$ cat src/logic/gmcr_pkg.sv
// package of register map, field positions and table defaults for the gauge mode/control bank
package gmcr_pkg;
   // ==========================================================
   // register addresses (byte addresses of the serial register space)
   localparam logic [7:0] ADDR_MODE    = 8'h00;
   localparam logic [7:0] ADDR_CTRL    = 8'h01;
   localparam logic [7:0] ADDR_OCV_LO  = 8'h30;  // first voltage point, low byte
   localparam logic [7:0] ADDR_OCV_HI  = 8'h4F;  // last voltage point, high byte
   localparam logic [7:0] ADDR_SOC_LO  = 8'h50;  // first charge point
   localparam logic [7:0] ADDR_SOC_HI  = 8'h5F;  // last charge point
   localparam int         NUM_POINTS   = 16;

   // ==========================================================
   // mode register fields
   localparam int MODE_VOLT_ONLY   = 0;
   localparam int MODE_PULLUP      = 1;
   localparam int MODE_CD_FORCE    = 2;
   localparam int MODE_ALARM_EN    = 3;
   localparam int MODE_RUN         = 4;
   localparam int MODE_FORCE_COUNTER_STATE    = 5;
   localparam int MODE_FORCE_VOLTAGE_STATE    = 6;
   localparam logic [7:0] MODE_RESET = 8'h0B; // voltage-only, pull-up, alarm on

   // ==========================================================
   // control register fields
   localparam int CTRL_ALARM_IO    = 0;
   localparam int CTRL_CONV_CLR    = 1;
   localparam int CTRL_VSRC        = 2;
   localparam int CTRL_BATT_REM    = 3;
   localparam int CTRL_POR         = 4;
   localparam int CTRL_LOW_SOC     = 5;
   localparam int CTRL_LOW_VOLT    = 6;
   localparam int CTRL_UVLO        = 7;

   // ==========================================================
   // default table contents
   localparam logic [7:0] SOC_DEFAULT [NUM_POINTS] = '{
      8'h00, 8'h06, 8'h0C, 8'h14, 8'h1E, 8'h28, 8'h32, 8'h3C,
      8'h50, 8'h64, 8'h78, 8'h82, 8'h8C, 8'hA0, 8'hB4, 8'hC8};
   localparam logic [15:0] OCV_DEFAULT [NUM_POINTS] = '{
      16'h1770, 16'h1926, 16'h19B2, 16'h19FB, 16'h1A3E, 16'h1A6D, 16'h1A9D, 16'h1AB6,
      16'h1AD5, 16'h1B01, 16'h1B70, 16'h1BB1, 16'h1BE8, 16'h1C58, 16'h1CF3, 16'h1DA9};

   // register-port write/read request
   typedef struct packed {
      logic       wr;    // write strobe
      logic       rd;    // read strobe
      logic [7:0] addr;  // register address
      logic [7:0] wdata; // write data
   } gmcr_req_t;

   // gauge-side event pulses and status levels
   typedef struct packed {
      logic low_soc;
      logic low_volt;
      logic uvlo;
      logic vsrc_voltage; // level: reported charge comes from voltage mode
      logic alarm_cond;   // level: alarm conditions active
   } gmcr_evt_t;
endpackage : gmcr_pkg

$ cat src/logic/gmcr_regs.sv
// mode and control/status register bank with charge/voltage lookup table
`timescale 1ns/1ps
`default_nettype none

// Notes on behaviour
// - bit0 mode selects mixed or voltage-only gauging
// - bit1 mode connects battery-detect pull-up
// - bit2 mode forces charger-disable output high
// - bit3 mode enables alarm function
// - bit4 low puts gauge into frozen standby
// - bit5 write clears relaxation counter, self-clears
// - bit6 write loads relaxation counter maximum
// - control bit0 read returns alarm pin level
// - control bit0 written zero forces alarm low
// - control bit1 write pulses conversion counter clear
// - control bit2 shows voltage-mode charge source
// - removal flag clears only while detect low
// - power-on flag reads one after power-on
// - control bit4 write controls soft reset
// - low-charge flag sticky until written zero
// - low-voltage flag sticky until written zero
// - undervoltage flag sticky until written zero
// - reset loads sixteen default table points
// - power-on and soft reset restore defaults
// - voltage points stored low byte first
module gmcr_regs (
   input  wire logic              clk_i,
   input  wire logic              reset_i,
   input  wire logic              clk_en_i,
   input  wire gmcr_pkg::gmcr_req_t req_i,
   input  wire gmcr_pkg::gmcr_evt_t evt_i,
   input  wire logic              battery_detect_input_i,
   input  wire logic              alarm_pin_io_i,
   output logic [7:0]             rdata_o,
   output logic                   alarm_pin_io_o,
   output logic                   alarm_pin_io_oe_o,
   output logic                   charger_disable_out_o,
   output logic                   batt_detect_pullup_en_o,
   output logic                   voltage_only_select_o,
   output logic                   gauge_run_o,
   output logic                   force_counter_state_o,
   output logic                   force_voltage_state_o,
   output logic                   conv_counter_clear_o,
   output logic                   soft_reset_o,
   output logic [16*8-1:0]        soc_table_o,
   output logic [16*16-1:0]       ocv_table_o,
   input  wire logic              charger_disable_auto_i
);
   // ==========================================================
   // synchronisers for pins
   logic [1:0] bd_sync;   // battery-detect pin stages
   logic [1:0] alm_sync;  // alarm pin read-back stages
   logic       bd_prev;   // previous synced detect level

   // ==========================================================
   // register state
   logic [6:0] mode;          // bits 6..0 of mode register
   logic       alarm_drive;   // control bit0 write value
   logic       batt_rem;      // sticky removal flag
   logic       por_flag;      // power-on flag
   logic       low_soc;       // sticky low charge
   logic       low_volt;      // sticky low voltage
   logic       uvlo;          // sticky undervoltage lockout
   logic       soft_rst;      // soft reset pulse held one cycle
   logic [7:0]  soc_tab [gmcr_pkg::NUM_POINTS]; // charge points
   logic [15:0] ocv_tab [gmcr_pkg::NUM_POINTS]; // voltage points

   logic wr_mode;
   logic wr_ctrl;
   logic rst_all;  // hard or soft reset
   logic bd_rise;

   assign wr_mode = clk_en_i && req_i.wr && (req_i.addr == gmcr_pkg::ADDR_MODE);
   assign wr_ctrl = clk_en_i && req_i.wr && (req_i.addr == gmcr_pkg::ADDR_CTRL);
   assign rst_all = reset_i || soft_rst;
   assign bd_rise = bd_sync[1] && !bd_prev;

   // ==========================================================
   // pin synchronisers
   always_ff @(posedge clk_i) begin
      if (reset_i) begin
         bd_sync  <= 2'h0;
         alm_sync <= 2'h0;
         bd_prev  <= 1'b0;
      end else if (clk_en_i) begin
         bd_sync  <= {bd_sync[0], battery_detect_input_i};
         alm_sync <= {alm_sync[0], alarm_pin_io_i};
         bd_prev  <= bd_sync[1];
      end
   end

   // ==========================================================
   // mode register
   always_ff @(posedge clk_i) begin
      if (rst_all) begin
         mode <= gmcr_pkg::MODE_RESET[6:0];
      end else if (clk_en_i) begin
         mode[gmcr_pkg::MODE_FORCE_COUNTER_STATE] <= 1'b0;
         mode[gmcr_pkg::MODE_FORCE_VOLTAGE_STATE] <= 1'b0;
         if (wr_mode) begin
            mode <= req_i.wdata[6:0];
         end
      end
   end

   // ==========================================================
   // control write bits and soft reset
   always_ff @(posedge clk_i) begin
      if (rst_all) begin
         alarm_drive <= 1'b1;
         soft_rst    <= 1'b0;
      end else if (clk_en_i) begin
         soft_rst <= 1'b0;
         if (wr_ctrl) begin
            alarm_drive <= req_i.wdata[gmcr_pkg::CTRL_ALARM_IO];
            soft_rst    <= req_i.wdata[gmcr_pkg::CTRL_POR];
         end
      end
   end

   // ==========================================================
   // power-on flag: soft reset itself sets it, so not reset by rst_all
   always_ff @(posedge clk_i) begin
      if (reset_i) begin
         por_flag <= 1'b1;
      end else if (soft_rst) begin
         por_flag <= 1'b1;
      end else if (clk_en_i && wr_ctrl) begin
         por_flag <= req_i.wdata[gmcr_pkg::CTRL_POR];
      end
   end

   // ==========================================================
   // sticky event flags; a set in the clear cycle wins
   always_ff @(posedge clk_i) begin
      if (rst_all) begin
         batt_rem <= 1'b0;
         low_soc  <= 1'b0;
         low_volt <= 1'b0;
         uvlo     <= 1'b0;
      end else if (clk_en_i) begin
         if (bd_rise) begin
            batt_rem <= 1'b1;
         end else if (wr_ctrl && !req_i.wdata[gmcr_pkg::CTRL_BATT_REM] && !bd_sync[1]) begin
            batt_rem <= 1'b0;
         end
         if (evt_i.low_soc) begin
            low_soc <= 1'b1;
         end else if (wr_ctrl && !req_i.wdata[gmcr_pkg::CTRL_LOW_SOC]) begin
            low_soc <= 1'b0;
         end
         if (evt_i.low_volt) begin
            low_volt <= 1'b1;
         end else if (wr_ctrl && !req_i.wdata[gmcr_pkg::CTRL_LOW_VOLT]) begin
            low_volt <= 1'b0;
         end
         if (evt_i.uvlo) begin
            uvlo <= 1'b1;
         end else if (wr_ctrl && !req_i.wdata[gmcr_pkg::CTRL_UVLO]) begin
            uvlo <= 1'b0;
         end
      end
   end

   // ==========================================================
   // lookup table, one generate entry per point
   genvar gi;
   generate
      for (gi = 0; gi < gmcr_pkg::NUM_POINTS; gi++) begin : g_pt
         localparam logic [7:0] A_LO  = gmcr_pkg::ADDR_OCV_LO + 8'(2*gi);
         localparam logic [7:0] A_HI  = gmcr_pkg::ADDR_OCV_LO + 8'(2*gi+1);
         localparam logic [7:0] A_SOC = gmcr_pkg::ADDR_SOC_LO + 8'(gi);
         always_ff @(posedge clk_i) begin
            if (rst_all) begin
               soc_tab[gi] <= gmcr_pkg::SOC_DEFAULT[gi];
               ocv_tab[gi] <= gmcr_pkg::OCV_DEFAULT[gi];
            end else if (clk_en_i && req_i.wr) begin
               if (req_i.addr == A_LO)  ocv_tab[gi][7:0]  <= req_i.wdata;
               if (req_i.addr == A_HI)  ocv_tab[gi][15:8] <= req_i.wdata;
               if (req_i.addr == A_SOC) soc_tab[gi]       <= req_i.wdata;
            end
         end
         assign soc_table_o[gi*8 +: 8]   = soc_tab[gi];
         assign ocv_table_o[gi*16 +: 16] = ocv_tab[gi];
      end
   endgenerate

   // ==========================================================
   // read data register
   logic [7:0] next_rdata;
   logic [7:0] toff;
   always_comb begin
      next_rdata = 8'h00;
      toff = 8'h00;
      if (req_i.addr == gmcr_pkg::ADDR_MODE) begin
         next_rdata = {1'b0, mode};
      end else if (req_i.addr == gmcr_pkg::ADDR_CTRL) begin
         next_rdata = {uvlo, low_volt, low_soc, por_flag, batt_rem,
                       evt_i.vsrc_voltage, 1'b0, alm_sync[1]};
      end else if (req_i.addr >= gmcr_pkg::ADDR_OCV_LO && req_i.addr <= gmcr_pkg::ADDR_OCV_HI) begin
         toff = req_i.addr - gmcr_pkg::ADDR_OCV_LO;
         next_rdata = toff[0] ? ocv_tab[toff[4:1]][15:8] : ocv_tab[toff[4:1]][7:0];
      end else if (req_i.addr >= gmcr_pkg::ADDR_SOC_LO && req_i.addr <= gmcr_pkg::ADDR_SOC_HI) begin
         toff = req_i.addr - gmcr_pkg::ADDR_SOC_LO;
         next_rdata = soc_tab[toff[3:0]];
      end
   end

   always_ff @(posedge clk_i) begin
      if (reset_i) begin
         rdata_o <= 8'h00;
      end else if (clk_en_i && req_i.rd) begin
         rdata_o <= next_rdata;
      end
   end

   // ==========================================================
   // outputs steered by mode and control
   // gauging select
   assign voltage_only_select_o   = mode[gmcr_pkg::MODE_VOLT_ONLY];
   assign batt_detect_pullup_en_o = mode[gmcr_pkg::MODE_PULLUP];
   assign charger_disable_out_o   = mode[gmcr_pkg::MODE_CD_FORCE] | charger_disable_auto_i;
   assign gauge_run_o             = mode[gmcr_pkg::MODE_RUN];
   assign force_counter_state_o   = mode[gmcr_pkg::MODE_FORCE_COUNTER_STATE];
   assign force_voltage_state_o   = mode[gmcr_pkg::MODE_FORCE_VOLTAGE_STATE];
   logic conv_clr;
   always_ff @(posedge clk_i) begin
      if (rst_all) conv_clr <= 1'b0;
      else if (clk_en_i) conv_clr <= wr_ctrl && req_i.wdata[gmcr_pkg::CTRL_CONV_CLR];
   end
   assign conv_counter_clear_o = conv_clr;
   assign soft_reset_o         = soft_rst;
   // open-drain alarm pin low when forced or active
   assign alarm_pin_io_o    = 1'b0;
   assign alarm_pin_io_oe_o = !alarm_drive ||
                              (mode[gmcr_pkg::MODE_ALARM_EN] && evt_i.alarm_cond);

   // ==========================================================
   // checks
   sticky_soc_a: assert property (@(posedge clk_i) disable iff (rst_all)
      low_soc && !(clk_en_i && wr_ctrl) |=> low_soc) else $error("low charge flag dropped");
   sticky_volt_a: assert property (@(posedge clk_i) disable iff (rst_all)
      clk_en_i && evt_i.low_volt |=> low_volt) else $error("low voltage not set");
   sticky_uvlo_a: assert property (@(posedge clk_i) disable iff (rst_all)
      clk_en_i && evt_i.uvlo |=> uvlo) else $error("uvlo not set");
   rem_hold_a: assert property (@(posedge clk_i) disable iff (rst_all)
      batt_rem && bd_sync[1] |=> batt_rem) else $error("removal cleared while high");
   force_clr_a: assert property (@(posedge clk_i) disable iff (rst_all)
      force_counter_state_o && clk_en_i && !wr_mode |=> !force_counter_state_o)
      else $error("force bit stuck");
   alarm_low_a: assert property (@(posedge clk_i) disable iff (reset_i)
      !alarm_drive |-> alarm_pin_io_oe_o) else $error("alarm not forced low");
   bit7_zero_a: assert property (@(posedge clk_i) disable iff (reset_i)
      req_i.addr == gmcr_pkg::ADDR_MODE |-> !next_rdata[7]) else $error("mode bit7 set");
   por_soft_a: assert property (@(posedge clk_i) disable iff (reset_i)
      soft_rst |=> por_flag && mode == gmcr_pkg::MODE_RESET[6:0]) else $error("soft reset");
   cv_soft: cover property (@(posedge clk_i) soft_rst);
   cv_rem: cover property (@(posedge clk_i) bd_rise);
   cv_clr: cover property (@(posedge clk_i) conv_clr);
endmodule : gmcr_regs
`default_nettype wire
$ cat config.mk
export PLATFORM = sky130hd
export DESIGN_NAME = gmcr_regs
export DESIGN_NICKNAME = d
export VERILOG_FILES = /design/src/logic/gmcr_pkg.sv /design/src/logic/gmcr_regs.sv
export SDC_FILE = /design/constraint.sdc
export NUM_CORES = 1
export LEC_CHECK = 0
export ABC_AREA = 1
export BUFFER_PORTS_ARGS = -buffer_cell sky130_fd_sc_hd__buf_2
export CORE_MARGIN = 2
export CORE_UTILIZATION = 42
export CTS_CLUSTER_SIZE = 14
export DETAILED_ROUTE_END_ITERATION = 8
export PLACE_DENSITY = 0.67
export SETUP_SLACK_MARGIN = 0.05
export SLEW_MARGIN = 20
export SYNTH_ARGS = -nofsm -noshare
export SYNTH_HDL_FRONTEND = slang
export SYNTH_SLANG_ARGS = --single-unit
export TNS_END_PERCENT = 100
$ cat constraint.sdc
create_clock -name clk_i -period 2.4 [get_ports clk_i]
set_clock_uncertainty 0.15 [all_clocks]
set_input_delay 0.48 -clock clk_i [delete_from_list [all_inputs] [get_ports clk_i]]
set_output_delay 0.48 -clock clk_i [all_outputs]
set_load 0.02 [all_outputs]
==> flow_summary_export.csv, run 1 <==
group,metric,value,unit
sta,finalSetupViolCount,0,
critical_path,timing.rr.start,"soft_reset_o",
logic_synthesis,yosysTopAreaCellShare,57.43,%
logic_synthesis,syn-instance-count,2265,
critical_path,required,2.77,ns
drt,wl_per_cell,23.51,um
power,power_frac_seq,48.1,%
logic_synthesis,synthesis.area,20080,um^2
clock_tree,cts_resized,0,
sta,slew_viol_final,0,
global_routing,grtUsageMet1,39.57,%
sta,timing.final.crit_share,84.04,%
clock_tree,postCtsSetupRepairBufs,0,
power,sw_frac_of_total,27.78,%
outcome,run_status,"finished clean",
floorplanning,die_y,222.7,um
global_routing,grtUsageMet2,53.60,%
sta,fin_crit,2.017,ns
finish,fin_nets,2798,
floorplanning,fp-row-count,80,
global_routing,grt_overflow,0,
logic_synthesis,ys.flop_type,"edfxtp_1",
critical_path,rr_endpoint,"ocv_tab[2][9]",
floorplanning,start_util,42.32,%
global_routing,grt.total_usage,31.86,%
logic_synthesis,yosysWarnings,0,
finish,area_growth,27.15,%
flow_run,maxCapViolations,0,
global_routing,grtUsageMet3,7.432,%
logic_synthesis,syn_avg_cell_area,8.865,um^2
sta,fmax,0.4958,GHz
placed_design,dp_slack,-0.1606,ns
power,fin_total_pwr,17690,uW
logic_synthesis,yosysUniqueCellTypes,31,
clock_tree,clock_latency,0.60,ns
sta,tightestPinTransition,0.6624,ns
clock_tree,ctsLongestPathBuffers,3,
sta,hold_violations,0,
drt,avgViaCountPerCell,5.402,
sta,relSlewSlack,55.78,%
finish,drive_gt1_share,27.28,%
critical_path,cp-startpoint,"req_i[10]",
floorplanning,dieArea,49570,um^2
logic_synthesis,synth_edf_count,384,
critical_path,path_class,"input port to flop",
drt,ant_nets,0,
drt,drc,0,
critical_path,reg2reg_depth,6,
floorplanning,io_pins,431,
placed_design,numPortBuffers,429,
clock_tree,cts_tree,"built",
power,power_per_cell_area,692.9,nW/um^2
critical_path,rrSetupSlack,0.46,ns
power,p_clk_share,38.2,%
global_routing,grt_max_degree,62,
drt,vias,18492,
clock_tree,ctsHoldBuffers,3,
placed_design,place_congestion,0.9668,
power,p_leak,0.01116,uW
clock_tree,clkSinkCount,412,
drt,wirelength,80.48,mm
clock_tree,clkTransAtPathRegs,0.07,ns
floorplanning,fp.coreArea,47450,um^2
critical_path,cp.arrival,2.38,ns
logic_synthesis,synth_common_cells,"nand2_1, nor2_1, edfxtp_1",
power,cellInternalPower,12780,uW
logic_synthesis,ys_seq_area_share,60.22,%
logic_synthesis,synthArstFlopShare,0,%
logic_synthesis,synth_most_common_cell,"nand2_1",
clock_tree,cts_root_buf,"clkbuf_16",
logic_synthesis,synth.area.top_cells,"edfxtp_1, nand2_1, nor2_1",
floorplanning,fp.dieW,222.7,um
drt,first_pass_iters,6,
global_routing,grt_pass1_vias,17896,
logic_synthesis,synth_seq_cells,412,
critical_path,start_kind,"input port",
power,p_sw,4915,uW
critical_path,worst_setup_path_end_kind,"flop",
logic_synthesis,synth.net_count,2294,
placed_design,dp_hpwl,59.40,mm
power,combPwrFrac,13.6,%
clock_tree,cts_made_buffers,45,
critical_path,cp_max_fo,13,
global_routing,top_usage_layer,"met2",
sta,grt_setup_unrepaired,"no",
clock_tree,ctsHtreeMaxLevel,2,
power,ir_drop,0.5596,mV
min_path,hold_class,"input port to flop",
drt,drt_iter0_markers,1988,
critical_path,crit_path_end,"rdata_o[5]",
placed_design,dpl-instance-area,24080,um^2
global_routing,grt_pass1_wl,115.4,mm
logic_synthesis,yosys.area.top_type,"edfxtp_1",
finish,stdcell_area,25530,um^2
sta,setup_slack,0.3830,ns
global_routing,antenna_found_initial,7,
-- flip-flops by register name (all words and copies together) (netlist names), 2 cells and up --
name,cells
rdata_o,8
alm_sync,2
bd_sync,2
soc_tab,128
ocv_tab,256
mode,7
-- per-layer routing --
metal  vias up  routed length, um  share of wire [%]
li1       8267                  -                  -
met1      8753              29510                 37
met2      1259              38800                 48
met3       205               8809                 11
met4         8               3305                4.1
met5         -                 50              0.062
-- through the flow --
stage	setup TNS, ns	util [%]	hold WS [ns]	std cells
6_report	0	53.81	0.01681	3423
5_1_grt	0	53.80	0.02982	3421
4_1_cts	0	53.79	0.006131	3419
3_5_place_dp	-1.094	50.76	0.3071	3334
3_3_place_gp	-0.5500	50.76	0.3017	3334
2_1_floorplan	-6.677	-	0.2796	2265
-- cell type report --
cell class / instances / area (um^2)
diodes: 4 / 10.01
clock buffers: 54 / 1202
clock inverters: 28 / 203.9
fillers: 4314 / 21910
inverters: 215 / 812.0
multi-input cells: 1507 / 6615
flip-flops and latches: 412 / 12090
well taps: 615 / 769.5
repair buffers: 588 / 3826
-- worst min-delay path by stage --
stage                        start  cells past startpoint  slack (ns)     endpoint
finish              alarm_pin_io_i                      3        0.02  alm_sync[0]
global route        alarm_pin_io_i                      3        0.03  alm_sync[0]
CTS                 alarm_pin_io_i                      3       0.006  alm_sync[0]
detailed placement     alm_sync[0]                      2        0.31  alm_sync[0]
global placement        bd_sync[0]                      2        0.30   bd_sync[0]
floorplan                 por_flag                      2        0.28     por_flag
-- kinds of logic (layout without fill, tap and decap cells) --
family	after synthesis	in the layout	synth area share, %
buffers and inverters	346	885	7.060
other	1	5	0.01868
AND/OR/NAND/NOR	1372	1372	29.24
AO/OA/AOI/OAI	134	134	3.458
flip-flops	412	412	60.22
-- layout by cell type, fill, tap and decap left out, drive strengths merged, types with 2 or more instances in the layout --
master,count
edfxtp,384
o211ai,4
clkinv,28
nor4,2
diode,4
nor2,518
buf,585
or2,7
o21ai,84
clkbuf,54
dlygate4sd3,3
o22ai,4
a21oi,39
nor3,54
nand2,662
inv,211
nand3,128
bufinv,3
dfxtp,28
-- critical path, cell delays in order --
cell and delay [ns]:
buf_2 0.15, buf_4 0.20, nor2_2 0.20, buf_4 0.27, nand3_1 0.16, nand2_1 0.10
nor2_1 0.07, nand2_1 0.06, nand3_1 0.16, nand2_1 0.17, nand2_1 0.10, nand2_1 0.08
nand2_1 0.04, a21oi_1 0.12
-- power groups by stage --
stage	combinational, uW	clock [uW]	sequential, uW
5_1_grt	2560	7070	8530
3_3_place_gp	2370	0	8650
2_1_floorplan	861	0	8960
4_1_cts	2390	6810	8500
6_report	2410	6760	8510
3_5_place_dp	2380	0	8650
(Power assumes the default switching activity.)
==> inputs of run 2 (changes only) <==
==> constraint.sdc (replaced) <==
create_clock -name clk_i -period 1.7 [get_ports clk_i]
set_clock_uncertainty 0.15 [all_clocks]
set_input_delay 0.34 -clock clk_i [delete_from_list [all_inputs] [get_ports clk_i]]
set_output_delay 0.34 -clock clk_i [all_outputs]
set_load 0.02 [all_outputs]
==> flow_summary_export.csv, run 2 (synthesis results as in run 1) <==
group,metric,value,unit
critical_path,timing.rr.start,"soft_reset_o",
drt,ant_nets,0,
global_routing,grt_pass1_wl,122.3,mm
critical_path,reg2reg_depth,7,
min_path,hp-start,"reset_i",
critical_path,rr_endpoint,"soc_tab[11][6]",
drt,first_pass_iters,5,
drt,drt_iter0_markers,2161,
sta,finalSetupViolCount,223,
drt,avgViaCountPerCell,5.487,
sta,hold_violations,0,
sta,setup_slack,-0.1487,ns
finish,fin_nets,3034,
global_routing,grt_overflow,0,
clock_tree,ctsLongestPathBuffers,3,
power,p_leak,0.01367,uW
critical_path,required,1.21,ns
sta,fmax,0.5409,GHz
min_path,hold_depth,3,
floorplanning,fp-row-count,80,
sta,holdWs,0.04652,ns
clock_tree,cts_made_buffers,45,
critical_path,start_kind,"flop",
finish,stdcell_area,31660,um^2
flow_run,maxCapViolations,0,
global_routing,grt.total_usage,33.25,%
placed_design,place_congestion,0.9244,
clock_tree,clkSinkCount,412,
floorplanning,start_util,42.32,%
clock_tree,clkTransAtPathRegs,0.06,ns
critical_path,cp.depth,2,
floorplanning,dieArea,49570,um^2
outcome,run_status,"complete, but fails checks",
finish,largest_reg_flops,256,
critical_path,cp_max_fo,2,
sta,timing.final.crit_share,108.7,%
clock_tree,cts_tree,"built",
power,power_per_cell_area,849.9,nW/um^2
critical_path,rrSetupSlack,-0.10,ns
power,fin_total_pwr,26910,uW
finish,layout_common_cells,"nand2_1, buf_6, nor2_1, edfxtp_1, buf_4",
critical_path,crit_slowest_cell,"edfxtp_1",
finish,regMostFlops,"ocv_tab",
clock_tree,ctsHtreeMaxLevel,2,
finish,drive_gt1_share,42.10,%
drt,wirelength,87.02,mm
sta,slew_viol_final,0,
finish,area_growth,57.66,%
clock_tree,cts_root_buf,"clkbuf_16",
sta,fin_crit,1.849,ns
power,ir_drop,0.8057,mV
min_path,hold_class,"input port to flop",
placed_design,dpl-instance-area,25360,um^2
finish,mostFrequentLayoutCell,"nand2_1",
finish,diodes,0,
placed_design,dp_hpwl,60.67,mm
placed_design,numPortBuffers,429,
global_routing,antenna_found_initial,4,
floorplanning,io_pins,431,
drt,drc,0,
critical_path,cp.arrival,1.36,ns
critical_path,cp_top_family,"flip-flops",
critical_path,path_cells,"buf_6, buf_6",
drt,wl_per_cell,23.82,um
critical_path,cp_num_buf_inv,2,
floorplanning,die_y,222.7,um
sta,grt_setup_unrepaired,"yes",
drt,vias,20045,
floorplanning,fp.dieW,222.7,um
critical_path,worst_path_largest_cell_delay,0.49,ns
critical_path,cp_common_cell,"buf_6",
floorplanning,fp.coreArea,47450,um^2
global_routing,grt_max_degree,59,
critical_path,worst_setup_path_end_kind,"output port",
clock_tree,clock_latency,0.58,ns
critical_path,path_class,"flop to output port",
min_path,hold_end,"rdata_o[3]",
finish,top_regs,"ocv_tab x256, soc_tab x128, rdata_o x8",
sta,setup_tns,-8.154,ns
outcome,failed_checks,"negative setup slack",
global_routing,grt_pass1_vias,19761,
run 2: cell count changes in the layout (fill, tap and decap cells not counted), moves of 31 or more:
cell,delta
nand2_2,+44
o21ai_4,+45
buf_4,+138
buf_6,+443
inv_2,+31
nand2_1,-53
nor2_2,+83
inv_1,-42
buf_2,-372
nor2_1,-105
run 2: area by class of cell:
class | instances | area (um^2)
Clock buffer | 55 | 1206
Clock inverter | 25 | 246.5
Fill cell | 3591 | 15790
Inverter | 215 | 874.6
Multi-Input combinational cell | 1507 | 7929
Sequential cell | 412 | 12110
Tap cell | 615 | 769.5
Timing Repair Buffer | 824 | 8519
run 2: worst reg2reg max path: stages, from the launching register on:
cell      delay, ns
dfxtp_2        0.33
nor2_4         0.17
clkinv_8       0.08
buf_16         0.17
buf_12         0.19
nor3_4         0.24
inv_2          0.10
nor2_1         0.18
run 2: report_power, final:
| part | internal, uW | switching, uW |
|---|---|---|
| clock | 5780 | 4190 |
| combinational | 2050 | 2800 |
| sequential | 11600 | 509 |
| total | 19400 | 7500 |
run 2: stage by stage:
| stage | setup WS [ns] | util, % | std cells |
|---|---|---|---|
| 3_3_place_gp | -0.6177 | 53.46 | 3396 |
| 3_5_place_dp | -0.6518 | 53.46 | 3396 |
| 5_1_grt | -0.1752 | 66.72 | 3653 |
| 4_1_cts | -0.1589 | 63.32 | 3613 |
| 6_report | -0.1487 | 66.72 | 3653 |
| 2_1_floorplan | -0.3593 | - | 2265 |
run 2: what timing repair did:
action,CTS,global route
pin swaps,25,111
buffers inserted,136,35
endpoints found under the hold margin,11,0
resized for setup,690,411
hold buffers,10,0
cloned,0,5
endpoints found under the setup margin,601,675
run 2: worst max-delay path by stage:
| stage | start | to | slack (ns) |
|---|---|---|---|
| after floorplan | req_i[15] | soc_tab[1][0] | -0.36 |
| after global placement | req_i[9] | rdata_o[0] | -0.62 |
| after detailed placement | req_i[9] | rdata_o[0] | -0.65 |
| after CTS | ocv_tab[0][3] | ocv_table_o[3] | -0.16 |
| after global routing | ocv_tab[9][8] | ocv_table_o[152] | -0.18 |
| final | ocv_tab[9][8] | ocv_table_o[152] | -0.15 |
run 2: metal layers:
layer	vias up	part of all wire (%)	track usage (%)
met2	1380	49	55.50
met5	-	0.066	0
met1	9611	35	40.84
li1	8743	-	-
met4	8	5.4	17.54
met3	303	11	6.638
